### src/hw/hsc_pkg.sv
// Shared types and constants of the halt standby controller
package hsc_pkg;

  // ----------------------------------------------------------------
  // Controller states
  // ----------------------------------------------------------------
  typedef enum logic [2:0] {
    HSC_ACTIVE  = 3'h0,
    HSC_ENTER   = 3'h1,
    HSC_RUNHALT = 3'h2,
    HSC_IDLE    = 3'h3,
    HSC_STOP    = 3'h4,
    HSC_WARM    = 3'h5
  } hsc_state_t;

  // ----------------------------------------------------------------
  // Halt mode encodings and reset values
  // ----------------------------------------------------------------
  localparam logic [1:0] HSC_MODE_RUN      = 2'h0;
  localparam logic [1:0] HSC_MODE_STOP     = 2'h1;
  localparam logic [1:0] HSC_MODE_IDLE     = 2'h2;
  localparam logic [1:0] HSC_RST_HALT_MODE = 2'h0;
  localparam logic       HSC_RST_DRIVE_EN  = 1'b0;
  localparam logic       HSC_RST_WARM_LONG = 1'b0;
  localparam logic [2:0] HSC_NMI_LEVEL     = 3'h7;

  // ----------------------------------------------------------------
  // Timing: oscillator periods converted to clk_i cycles
  // ----------------------------------------------------------------
  localparam int HSC_CLK_PERIOD_NS   = 10;
  localparam int HSC_OSC_PERIOD_NS   = 10;
  localparam int HSC_ENTRY_OSC       = 3;
  localparam int HSC_WARM_SHORT_OSC  = 2 ** 14;
  localparam int HSC_WARM_LONG_OSC   = 2 ** 16;
  localparam int HSC_ENTRY_CYC       =
    (HSC_ENTRY_OSC * HSC_OSC_PERIOD_NS + HSC_CLK_PERIOD_NS - 1)
    / HSC_CLK_PERIOD_NS;
  localparam int HSC_WARM_SHORT_CYC  =
    (HSC_WARM_SHORT_OSC * HSC_OSC_PERIOD_NS + HSC_CLK_PERIOD_NS - 1)
    / HSC_CLK_PERIOD_NS;
  localparam int HSC_WARM_LONG_CYC   =
    (HSC_WARM_LONG_OSC * HSC_OSC_PERIOD_NS + HSC_CLK_PERIOD_NS - 1)
    / HSC_CLK_PERIOD_NS;
  localparam int HSC_SYNC_STAGES     = 3;

  // ----------------------------------------------------------------
  // Carriers
  // ----------------------------------------------------------------
  typedef struct packed {
    logic [1:0] halt_mode;
    logic       drive_en;
    logic       warm_long;
  } hsc_cfg_t;

  typedef struct packed {
    logic       valid;
    logic       nmi;
    logic [2:0] level;
  } hsc_irq_t;

  typedef struct packed {
    logic bus_oe_n;
    logic bus_hold;
    logic strobe_oe_n;
    logic strobe_high;
    logic clk_pin_oe_n;
    logic clk_pin_high;
    logic osc_out_high;
    logic osc_in_ignore;
    logic input_gate_off;
  } hsc_pins_t;

endpackage

### src/hw/hsc_sync.sv
// Three-stage synchroniser with agreement filter for pin inputs
`timescale 1ns/10ps
module hsc_sync #(
  parameter int       WIDTH = 1,
  parameter bit [0:0] RST_VAL = 1'b0
) (
  input  wire logic             clk_i,
  input  wire logic             reset_i,
  input  wire logic [WIDTH-1:0] async_i,
  output logic      [WIDTH-1:0] sync_o
);
  logic [WIDTH-1:0] s1_q;
  logic [WIDTH-1:0] s2_q;
  logic [WIDTH-1:0] s3_q;

  initial begin
    if (WIDTH < 1) $error("hsc_sync: WIDTH must be at least 1");
  end

  // ----------------------------------------------------------------
  // Per-bit chain; output moves only when stages two and three agree
  // ----------------------------------------------------------------
  for (genvar b = 0; b < WIDTH; b++) begin : g_bit
    always_ff @(posedge clk_i) begin
      if (reset_i) begin
        s1_q[b]   <= RST_VAL[0];
        s2_q[b]   <= RST_VAL[0];
        s3_q[b]   <= RST_VAL[0];
        sync_o[b] <= RST_VAL[0];
      end else begin
        s1_q[b] <= async_i[b];
        s2_q[b] <= s1_q[b];
        s3_q[b] <= s2_q[b];
        if (s2_q[b] == s3_q[b]) begin
          sync_o[b] <= s3_q[b];
        end
      end
    end
  end
endmodule

### src/hw/hsc_warmup.sv
// Oscillator warm-up counter with selectable terminal count
`timescale 1ns/10ps
module hsc_warmup #(
  parameter int SHORT_CYC = hsc_pkg::HSC_WARM_SHORT_CYC,
  parameter int LONG_CYC  = hsc_pkg::HSC_WARM_LONG_CYC
) (
  input  wire logic clk_i,
  input  wire logic reset_i,
  input  wire logic clear_i,
  input  wire logic run_i,
  input  wire logic long_i,
  output logic      done_o
);
  localparam int CW = $clog2(LONG_CYC + 1);
  localparam logic [CW-1:0] SHORT_END = CW'(SHORT_CYC - 1);
  localparam logic [CW-1:0] LONG_END  = CW'(LONG_CYC - 1);

  logic [CW-1:0] count_q;
  logic [CW-1:0] end_val;

  initial begin
    if (SHORT_CYC < 1 || LONG_CYC < SHORT_CYC)
      $error("hsc_warmup: need 1 <= SHORT_CYC <= LONG_CYC");
  end

  assign end_val = long_i ? LONG_END : SHORT_END;

  always_ff @(posedge clk_i) begin
    if (reset_i || clear_i) begin
      count_q <= '0;
      done_o  <= 1'b0;
    end else if (run_i && !done_o) begin
      if (count_q >= end_val) begin
        done_o <= 1'b1;
      end else begin
        count_q <= count_q + CW'(1);
      end
    end
  end
endmodule

### src/hw/hsc_ctrl.sv
// Halt standby controller: low-power state machine and wake logic
`timescale 1ns/10ps
module hsc_ctrl #(
  parameter int WARM_SHORT_CYC = hsc_pkg::HSC_WARM_SHORT_CYC,
  parameter int WARM_LONG_CYC  = hsc_pkg::HSC_WARM_LONG_CYC
) (
  input  wire logic              clk_i,
  input  wire logic              reset_i,
  input  wire logic              cfg_we_i,
  input  wire hsc_pkg::hsc_cfg_t cfg_i,
  input  wire logic              halt_insn_i,
  input  wire logic              irq_enable_i,
  input  wire logic [2:0]        interrupt_mask_level_i,
  input  wire logic              nmi_pin_n_i,
  input  wire logic              ext_irq_zero_i,
  input  wire logic [2:0]        ext_irq_zero_level_i,
  input  wire hsc_pkg::hsc_irq_t run_irq_i,
  output hsc_pkg::hsc_cfg_t      cfg_o,
  output hsc_pkg::hsc_state_t    state_o,
  output logic                   cpu_halt_o,
  output logic                   dummy_cycle_o,
  output logic                   sys_clk_en_o,
  output logic                   periph_clk_en_o,
  output logic                   osc_run_o,
  output hsc_pkg::hsc_pins_t     pins_o,
  output hsc_pkg::hsc_irq_t      svc_o,
  output logic                   resume_o,
  output hsc_pkg::hsc_irq_t      held_o
);
  localparam int EW = $clog2(hsc_pkg::HSC_ENTRY_CYC + 1);
  localparam logic [EW-1:0] ENTRY_END = EW'(hsc_pkg::HSC_ENTRY_CYC - 1);

  hsc_pkg::hsc_state_t state_q;
  hsc_pkg::hsc_state_t state_d;
  hsc_pkg::hsc_irq_t   held_q;
  hsc_pkg::hsc_irq_t   wake_q;
  hsc_pkg::hsc_irq_t   new_irq;
  hsc_pkg::hsc_irq_t   first_irq;
  hsc_pkg::hsc_irq_t   second_irq;
  logic [1:0]          target_q;
  logic [EW-1:0]       entry_q;
  logic                nmi_n_s;
  logic                ext0_s;
  logic                nmi_n_prev_q;
  logic                ext0_prev_q;
  logic                nmi_evt;
  logic                ext0_evt;
  logic                wake_now;
  logic                release_now;
  logic                warm_done;
  logic                stop_pins;
  hsc_pkg::hsc_irq_t   cur_irq;

  // ----------------------------------------------------------------
  // Pin inputs: synchronised, then edge-detected
  // ----------------------------------------------------------------
  hsc_sync #(.WIDTH(1), .RST_VAL(1'b1)) u_nmi_sync (
    .clk_i   (clk_i),
    .reset_i (reset_i),
    .async_i (nmi_pin_n_i),
    .sync_o  (nmi_n_s)
  );

  hsc_sync #(.WIDTH(1), .RST_VAL(1'b0)) u_ext0_sync (
    .clk_i   (clk_i),
    .reset_i (reset_i),
    .async_i (ext_irq_zero_i),
    .sync_o  (ext0_s)
  );

  always_ff @(posedge clk_i) begin
    if (reset_i) begin
      nmi_n_prev_q <= 1'b1;
      ext0_prev_q  <= 1'b0;
    end else begin
      nmi_n_prev_q <= nmi_n_s;
      ext0_prev_q  <= ext0_s;
    end
  end

  assign nmi_evt  = nmi_n_prev_q && !nmi_n_s;
  assign ext0_evt = ext0_s && !ext0_prev_q;

  // ----------------------------------------------------------------
  // Configuration bits
  // ----------------------------------------------------------------
  // reset values
  always_ff @(posedge clk_i) begin
    if (reset_i) begin
      cfg_o.halt_mode <= hsc_pkg::HSC_RST_HALT_MODE;
      cfg_o.drive_en  <= hsc_pkg::HSC_RST_DRIVE_EN;
      cfg_o.warm_long <= hsc_pkg::HSC_RST_WARM_LONG;
    end else if (cfg_we_i) begin
      cfg_o <= cfg_i;
    end
  end

  // ----------------------------------------------------------------
  // Wake source selection and priority
  // ----------------------------------------------------------------
  always_comb begin
    new_irq = '0;
    if (nmi_evt) begin
      new_irq = '{valid: 1'b1, nmi: 1'b1, level: hsc_pkg::HSC_NMI_LEVEL};
    end else if (ext0_evt) begin
      new_irq = '{valid: 1'b1, nmi: 1'b0, level: ext_irq_zero_level_i};
    end else if (state_q == hsc_pkg::HSC_RUNHALT) begin
      new_irq = run_irq_i;
    end
  end

  assign wake_now = new_irq.valid &&
                    (state_q == hsc_pkg::HSC_RUNHALT ||
                     state_q == hsc_pkg::HSC_IDLE ||
                     state_q == hsc_pkg::HSC_STOP);

  // higher of new and held goes first
  // Run-halt and idle release on the wake itself, before wake_q loads
  assign cur_irq = (state_q == hsc_pkg::HSC_WARM) ? wake_q : new_irq;
  always_comb begin
    first_irq  = cur_irq;
    second_irq = held_q;
    if (held_q.valid && held_q.level > cur_irq.level) begin
      first_irq  = held_q;
      second_irq = cur_irq;
    end
  end

  assign release_now = (state_q == hsc_pkg::HSC_WARM) ? warm_done :
                       (wake_now && state_q != hsc_pkg::HSC_STOP);

  // ----------------------------------------------------------------
  // State machine
  // ----------------------------------------------------------------
  always_comb begin
    state_d = state_q;
    case (state_q)
      hsc_pkg::HSC_ACTIVE: begin
        if (halt_insn_i) begin
          if (cfg_o.halt_mode == hsc_pkg::HSC_MODE_IDLE ||
              cfg_o.halt_mode == hsc_pkg::HSC_MODE_STOP) begin
            state_d = hsc_pkg::HSC_ENTER;
          end else begin
            state_d = hsc_pkg::HSC_RUNHALT;
          end
        end
      end
      hsc_pkg::HSC_ENTER: begin
        if (entry_q == ENTRY_END) begin
          state_d = (target_q == hsc_pkg::HSC_MODE_STOP) ?
                    hsc_pkg::HSC_STOP : hsc_pkg::HSC_IDLE;
        end
      end
      hsc_pkg::HSC_RUNHALT,
      hsc_pkg::HSC_IDLE: begin
        if (wake_now) state_d = hsc_pkg::HSC_ACTIVE;
      end
      hsc_pkg::HSC_STOP: begin
        if (wake_now) state_d = hsc_pkg::HSC_WARM;
      end
      hsc_pkg::HSC_WARM: begin
        if (warm_done) state_d = hsc_pkg::HSC_ACTIVE;
      end
      default: state_d = hsc_pkg::HSC_ACTIVE;
    endcase
  end

  // reset leaves any state at once, no warm-up
  always_ff @(posedge clk_i) begin
    if (reset_i) begin
      state_q <= hsc_pkg::HSC_ACTIVE;
    end else begin
      state_q <= state_d;
    end
  end

  always_ff @(posedge clk_i) begin
    if (reset_i) begin
      entry_q  <= '0;
      target_q <= hsc_pkg::HSC_RST_HALT_MODE;
    end else if (state_q == hsc_pkg::HSC_ACTIVE) begin
      entry_q  <= '0;
      target_q <= cfg_o.halt_mode;
    end else if (state_q == hsc_pkg::HSC_ENTER) begin
      entry_q <= entry_q + EW'(1);
    end
  end

  // Latched wake request, consumed on release
  always_ff @(posedge clk_i) begin
    if (reset_i || release_now) begin
      wake_q <= '0;
    end else if (wake_now) begin
      wake_q <= new_irq;
    end
  end

  // ----------------------------------------------------------------
  // Held request from the entry window
  // ----------------------------------------------------------------
  always_ff @(posedge clk_i) begin
    if (reset_i) begin
      held_q <= '0;
    end else if (state_q == hsc_pkg::HSC_ENTER &&
                 (nmi_evt || ext0_evt)) begin
      // hold, set wins over any clear
      held_q <= new_irq;
    end else if (release_now) begin
      // loser of the comparison stays pending
      held_q <= second_irq;
    end else if (state_q == hsc_pkg::HSC_ACTIVE && !svc_o.valid) begin
      held_q <= '0;
    end
  end

  // ----------------------------------------------------------------
  // Service or resume decision
  // ----------------------------------------------------------------
  function automatic logic takes(input hsc_pkg::hsc_irq_t r,
                                 input logic en,
                                 input logic [2:0] mask);
    takes = r.valid && (r.nmi || (en && r.level > mask));
  endfunction

  always_ff @(posedge clk_i) begin
    if (reset_i) begin
      svc_o    <= '0;
      resume_o <= 1'b0;
    end else if (release_now) begin
      if (takes(first_irq, irq_enable_i, interrupt_mask_level_i)) begin
        svc_o    <= first_irq;
        resume_o <= 1'b0;
      end else begin
        svc_o    <= '0;
        resume_o <= 1'b1;
      end
    end else if (state_q == hsc_pkg::HSC_ACTIVE && !svc_o.valid &&
                 takes(held_q, irq_enable_i, interrupt_mask_level_i)) begin
      svc_o    <= held_q;
      resume_o <= 1'b0;
    end else begin
      svc_o    <= '0;
      resume_o <= 1'b0;
    end
  end

  assign held_o = held_q;

  // ----------------------------------------------------------------
  // Warm-up counter
  // ----------------------------------------------------------------
  // counting starts with the oscillator restart
  hsc_warmup #(
    .SHORT_CYC (WARM_SHORT_CYC),
    .LONG_CYC  (WARM_LONG_CYC)
  ) u_warm (
    .clk_i   (clk_i),
    .reset_i (reset_i),
    .clear_i (state_q == hsc_pkg::HSC_ENTER),
    .run_i   (state_q == hsc_pkg::HSC_WARM),
    .long_i  (cfg_o.warm_long),
    .done_o  (warm_done)
  );

  // ----------------------------------------------------------------
  // Clock gates and pin control, registered from the next state
  // ----------------------------------------------------------------
  assign stop_pins = state_d == hsc_pkg::HSC_STOP ||
                     state_d == hsc_pkg::HSC_WARM;

  always_ff @(posedge clk_i) begin
    if (reset_i) begin
      state_o         <= hsc_pkg::HSC_ACTIVE;
      cpu_halt_o      <= 1'b0;
      dummy_cycle_o   <= 1'b0;
      sys_clk_en_o    <= 1'b1;
      periph_clk_en_o <= 1'b1;
      osc_run_o       <= 1'b1;
    end else begin
      state_o         <= state_d;
      // CPU halted in every low-power state
      cpu_halt_o      <= state_d != hsc_pkg::HSC_ACTIVE;
      dummy_cycle_o   <= state_d == hsc_pkg::HSC_RUNHALT;
      // system clock off in idle, stop, warm-up
      sys_clk_en_o    <= !(state_d == hsc_pkg::HSC_IDLE || stop_pins);
      // peripherals stop in idle, stop, warm-up
      periph_clk_en_o <= !(state_d == hsc_pkg::HSC_IDLE || stop_pins);
      // oscillator restarts on the wake itself
      osc_run_o       <= state_d != hsc_pkg::HSC_STOP;
    end
  end

  always_ff @(posedge clk_i) begin
    if (reset_i) begin
      pins_o <= '0;
    end else begin
      pins_o.bus_oe_n       <= stop_pins && !cfg_o.drive_en;
      pins_o.bus_hold       <= stop_pins && cfg_o.drive_en;
      pins_o.strobe_oe_n    <= stop_pins && !cfg_o.drive_en;
      pins_o.strobe_high    <= stop_pins && cfg_o.drive_en;
      pins_o.clk_pin_oe_n   <= stop_pins && !cfg_o.drive_en;
      pins_o.clk_pin_high   <= (stop_pins && cfg_o.drive_en) ||
                               state_d == hsc_pkg::HSC_IDLE;
      pins_o.osc_out_high   <= stop_pins;
      pins_o.osc_in_ignore  <= stop_pins;
      pins_o.input_gate_off <= stop_pins;
    end
  end
endmodule

### config.mk
export PLATFORM = sky130hd
export DESIGN_NAME = hsc_ctrl
export DESIGN_NICKNAME = d
export VERILOG_FILES = /design/src/hw/hsc_pkg.sv /design/src/hw/hsc_sync.sv /design/src/hw/hsc_warmup.sv /design/src/hw/hsc_ctrl.sv
export SDC_FILE = /design/constraint.sdc
export NUM_CORES = 1
export LEC_CHECK = 0
export BUFFER_PORTS_ARGS = -buffer_cell sky130_fd_sc_hd__buf_2
export CAP_MARGIN = 20
export CELL_PAD_IN_SITES_DETAIL_PLACEMENT = 0
export CELL_PAD_IN_SITES_GLOBAL_PLACEMENT = 1
export CORE_MARGIN = 4
export CORE_UTILIZATION = 38
export DETAILED_ROUTE_END_ITERATION = 8
export PLACE_DENSITY = 0.84
export SETUP_SLACK_MARGIN = 0.2
export SLEW_MARGIN = 20
export SYNTH_ARGS = -nofsm -noshare
export SYNTH_HDL_FRONTEND = slang
export SYNTH_SLANG_ARGS = --single-unit
### constraint.sdc
create_clock -name clk_i -period 3.5 [get_ports clk_i]
set_clock_uncertainty 0.15 [all_clocks]
set_input_delay 0 -clock clk_i [delete_from_list [all_inputs] [get_ports clk_i]]
set_output_delay 0 -clock clk_i [all_outputs]
set_load 0.02 [all_outputs]
==> out/metrics.cfg <==
[setup_path]
path_cells = and2b_2, nor3_4, a221oi_4, a21oi_2, inv_2, ha_4, o21ai_4, a31oi_4, o31ai_4, buf_6, a21oi_4, inv_2, ha_4, nor2b_1, o21a_1, o211ai_1, nand3_1, nand4_1, o22ai_1
cp.arrival_ns = 3.79
cp-end-kind = register
cp_top_family = compound AO/OA/AOI/OAI gates
timing.critical_path.buf_inv = 3
startpoint_type = register
cpMaxStageDelayCell = dfxtp_1
crit_cells = 19
worstPathRequired_ns = 3.57
reg2regPathDepth = 19
crit_fanout = 5
critPathMaxStageDelay_ns = 0.31
worstSetupPathType = register to register

[route]
drtPass1Iterations = 4
wl_mm = 7.60
vias = 2720
remaining_drc_errors = 0
vias_per_cell = 5.04
ant_nets = 0
wl_per_cell_um = 14.1
drt_iter0_drc = 169

[global_route]
antenna_found_initial = 0
grtUsageTotal_pct = 16.2
grt_max_degree = 33
grt_pass1_vias = 2701
grt_pass1_wl_mm = 12.7
grt_overflow = 0

[placed_design]
portBuffers = 53
routabilityCongestion = 0.839
dp_hpwl_mm = 5.03
placed_area_um2 = 3490
placed_cells = 494

[floorplan]
rows = 32
die_y_um = 97.6
ioPinCount = 54
die-area_um2 = 9530
coreArea_um2 = 7770
die_x_um = 97.6
start_util_pct = 39.3

[timing]
slew_violations = 0
setup_viol = 5
worst_pin_slew_ns = 0.944
worst_slack_ns = -0.223
fmax_mhz = 269
finalSetupTns_ns = -0.940
min_period_ns = 3.72
relSlewSlack_pct = 36.6
rsz0062_at_grt = yes
hold_violations = 0
fin_crit_sh_pct = 106

[power_and_ir_drop]
comb_power_share_pct = 17.8
p_clk_share_pct = 37.7
power_frac_seq_pct = 44.6
p_per_area_nw_per_um2 = 414
switching_share_pct = 26.9
p_int_mw = 1.24
total_power_mw = 1.70
p_switching_uw = 457
ir_worst_vdd_uv = 198
leakagePower_nw = 1.75

[yosys]
synth_compound_area_share_pct = 13.2
synth-edff-count = 0
synth_top_family_by_area = simple AND/OR/NAND/NOR gates
synth-simple-area-share_pct = 25.7
postSynthCellCount = 340
synth_area_um2 = 3050
synth_common_cells = 63 x dfxtp_1, 58 x nor2_1, 16 x inv_1
synthMuxAreaShare_pct = 3.36
syn_avg_cell_area_um2 = 8.98
async_flop_share_pct = 0
synth_warnings = 0
synth_xor_area_share_pct = 4.59
synth_area_leader_cell = dfxtp_1
synth.ff_latch_count = 63
synth_seq_area_share_pct = 41.3
yosysMostFrequentCell = dfxtp_1
synth.area.top_cells = dfxtp_1 41%, nor2_1 7.1%, ha_1 5.3%
ys_types = 54
synth_flop_cell = dfxtp_1
synthAdderAreaFrac_pct = 5.33
netlist.area_leader.share_pct = 41.3
syn_nets = 375

[cts]
tritoncts = yes
h-tree-depth = 3
cts_buffer_depth = 2
cts_buffers = 9
ctsRootBufferMaster = clkbuf_8
clk_pin_slew_ns = 0.07
clk_latency_ns = 0.34
numClockSinks = 63

[final_layout]
diodes = 0
drive_gt1_share_pct = 33.1
stdcell_area_um2 = 4110
finalNetCount = 469
final_util_pct = 52.9
finalNonFillerCells = 540
syn_to_final_growth_pct = 34.5

[min_path]
holdPathStages = 4
hold_path.class = primary input to register

[flow_run]
maxCapViolations = 0

[status]
outcome = complete, but fails checks
violations = negative setup slack

power by group through the flow:
stage               registers [mW]  clock network [mW]  logic [mW]
floorplan                    0.788                   0       0.142
global placement             0.772                   0       0.227
finish                       0.758               0.641       0.302
global route                 0.761               0.687       0.328
detailed placement           0.773                   0       0.231
CTS                          0.757               0.652       0.269
what timing repair did:
| item | 4_1_cts | 5_1_grt |
|---|---|---|
| buffers inserted | 11 | 3 |
| gates resized for setup | 7 | 18 |
| pin swaps | 9 | 16 |
| setup endpoints to repair | 5 | 10 |
| hold buffers | 17 | 0 |
| hold endpoints to repair | 14 | 0 |
per-layer routing:
metal | global-route usage, % | share of wire (%)
met5 | 0 | 0
met4 | 7.03 | 2.1
met3 | 3.95 | 5.5
met2 | 24.7 | 45
met1 | 21.6 | 47
placed cells by master, fill, tap and decap left out, types with 10 or more instances in the layout:
| cell type | n |
|---|---|
| xnor2_1 | 11 |
| a211oi_1 | 12 |
| buf_2 | 53 |
| buf_4 | 34 |
| nor2_1 | 58 |
| inv_1 | 13 |
| nand2_1 | 12 |
| nor2b_1 | 10 |
| dlygate4sd3_1 | 17 |
| dfxtp_1 | 62 |
| clkbuf_8 | 11 |
tightest hold or removal path: stages:
cell      delay [ns]
buf_2           0.09
a221oi_2        0.07
buf_4           0.14
a211oi_1        0.17
state kept, by name, indices dropped and copies added (netlist names), 2 cells and up:
register and cells:
u_warm.count_q 17, held_o 5, svc_o 5, wake_q 5
cfg_o 4, pins_o 4, state_o 3, entry_q 2
target_q 2
final timing paths:
kind,from,endpoint,slack [ns]
setup / recovery,ext0_prev_q,svc_o[1],-0.22
hold / removal,ext_irq_zero_level_i[1],wake_q[1],0.02
setup reg to reg,ext0_prev_q,svc_o[1],-0.22
hold reg to reg,u_nmi_sync.s1_q,u_nmi_sync.s2_q,0.26
layout make-up:
class | count | area [um2]
fill | 693 | 3660
multi-input combinational | 239 | 1760
sequential | 63 | 1260
timing repair buffer | 105 | 702
clock buffer | 12 | 155
tap | 102 | 128
inverter | 16 | 60.1
clock inverter | 3 | 42.5
cell families after synthesis:
logic type / Yosys count
flip-flops: 63
AO/OA/AOI/OAI: 59
adder cells (fa/ha/maj): 13
multiplexers: 10
AND/OR/NAND/NOR: 141
XOR/XNOR: 16
buffers and inverters: 38
per-stage QoR:
step                      worst slack [ns]  hold WS (ns)
after floorplan                     -0.268       -0.0501
after global placement             -0.0288        0.0358
final                               -0.223        0.0231
after detailed placement            -0.144        0.0382
after CTS                           -0.118       0.00617
after global routing                -0.388        0.0870
(Power assumes the default switching activity.)
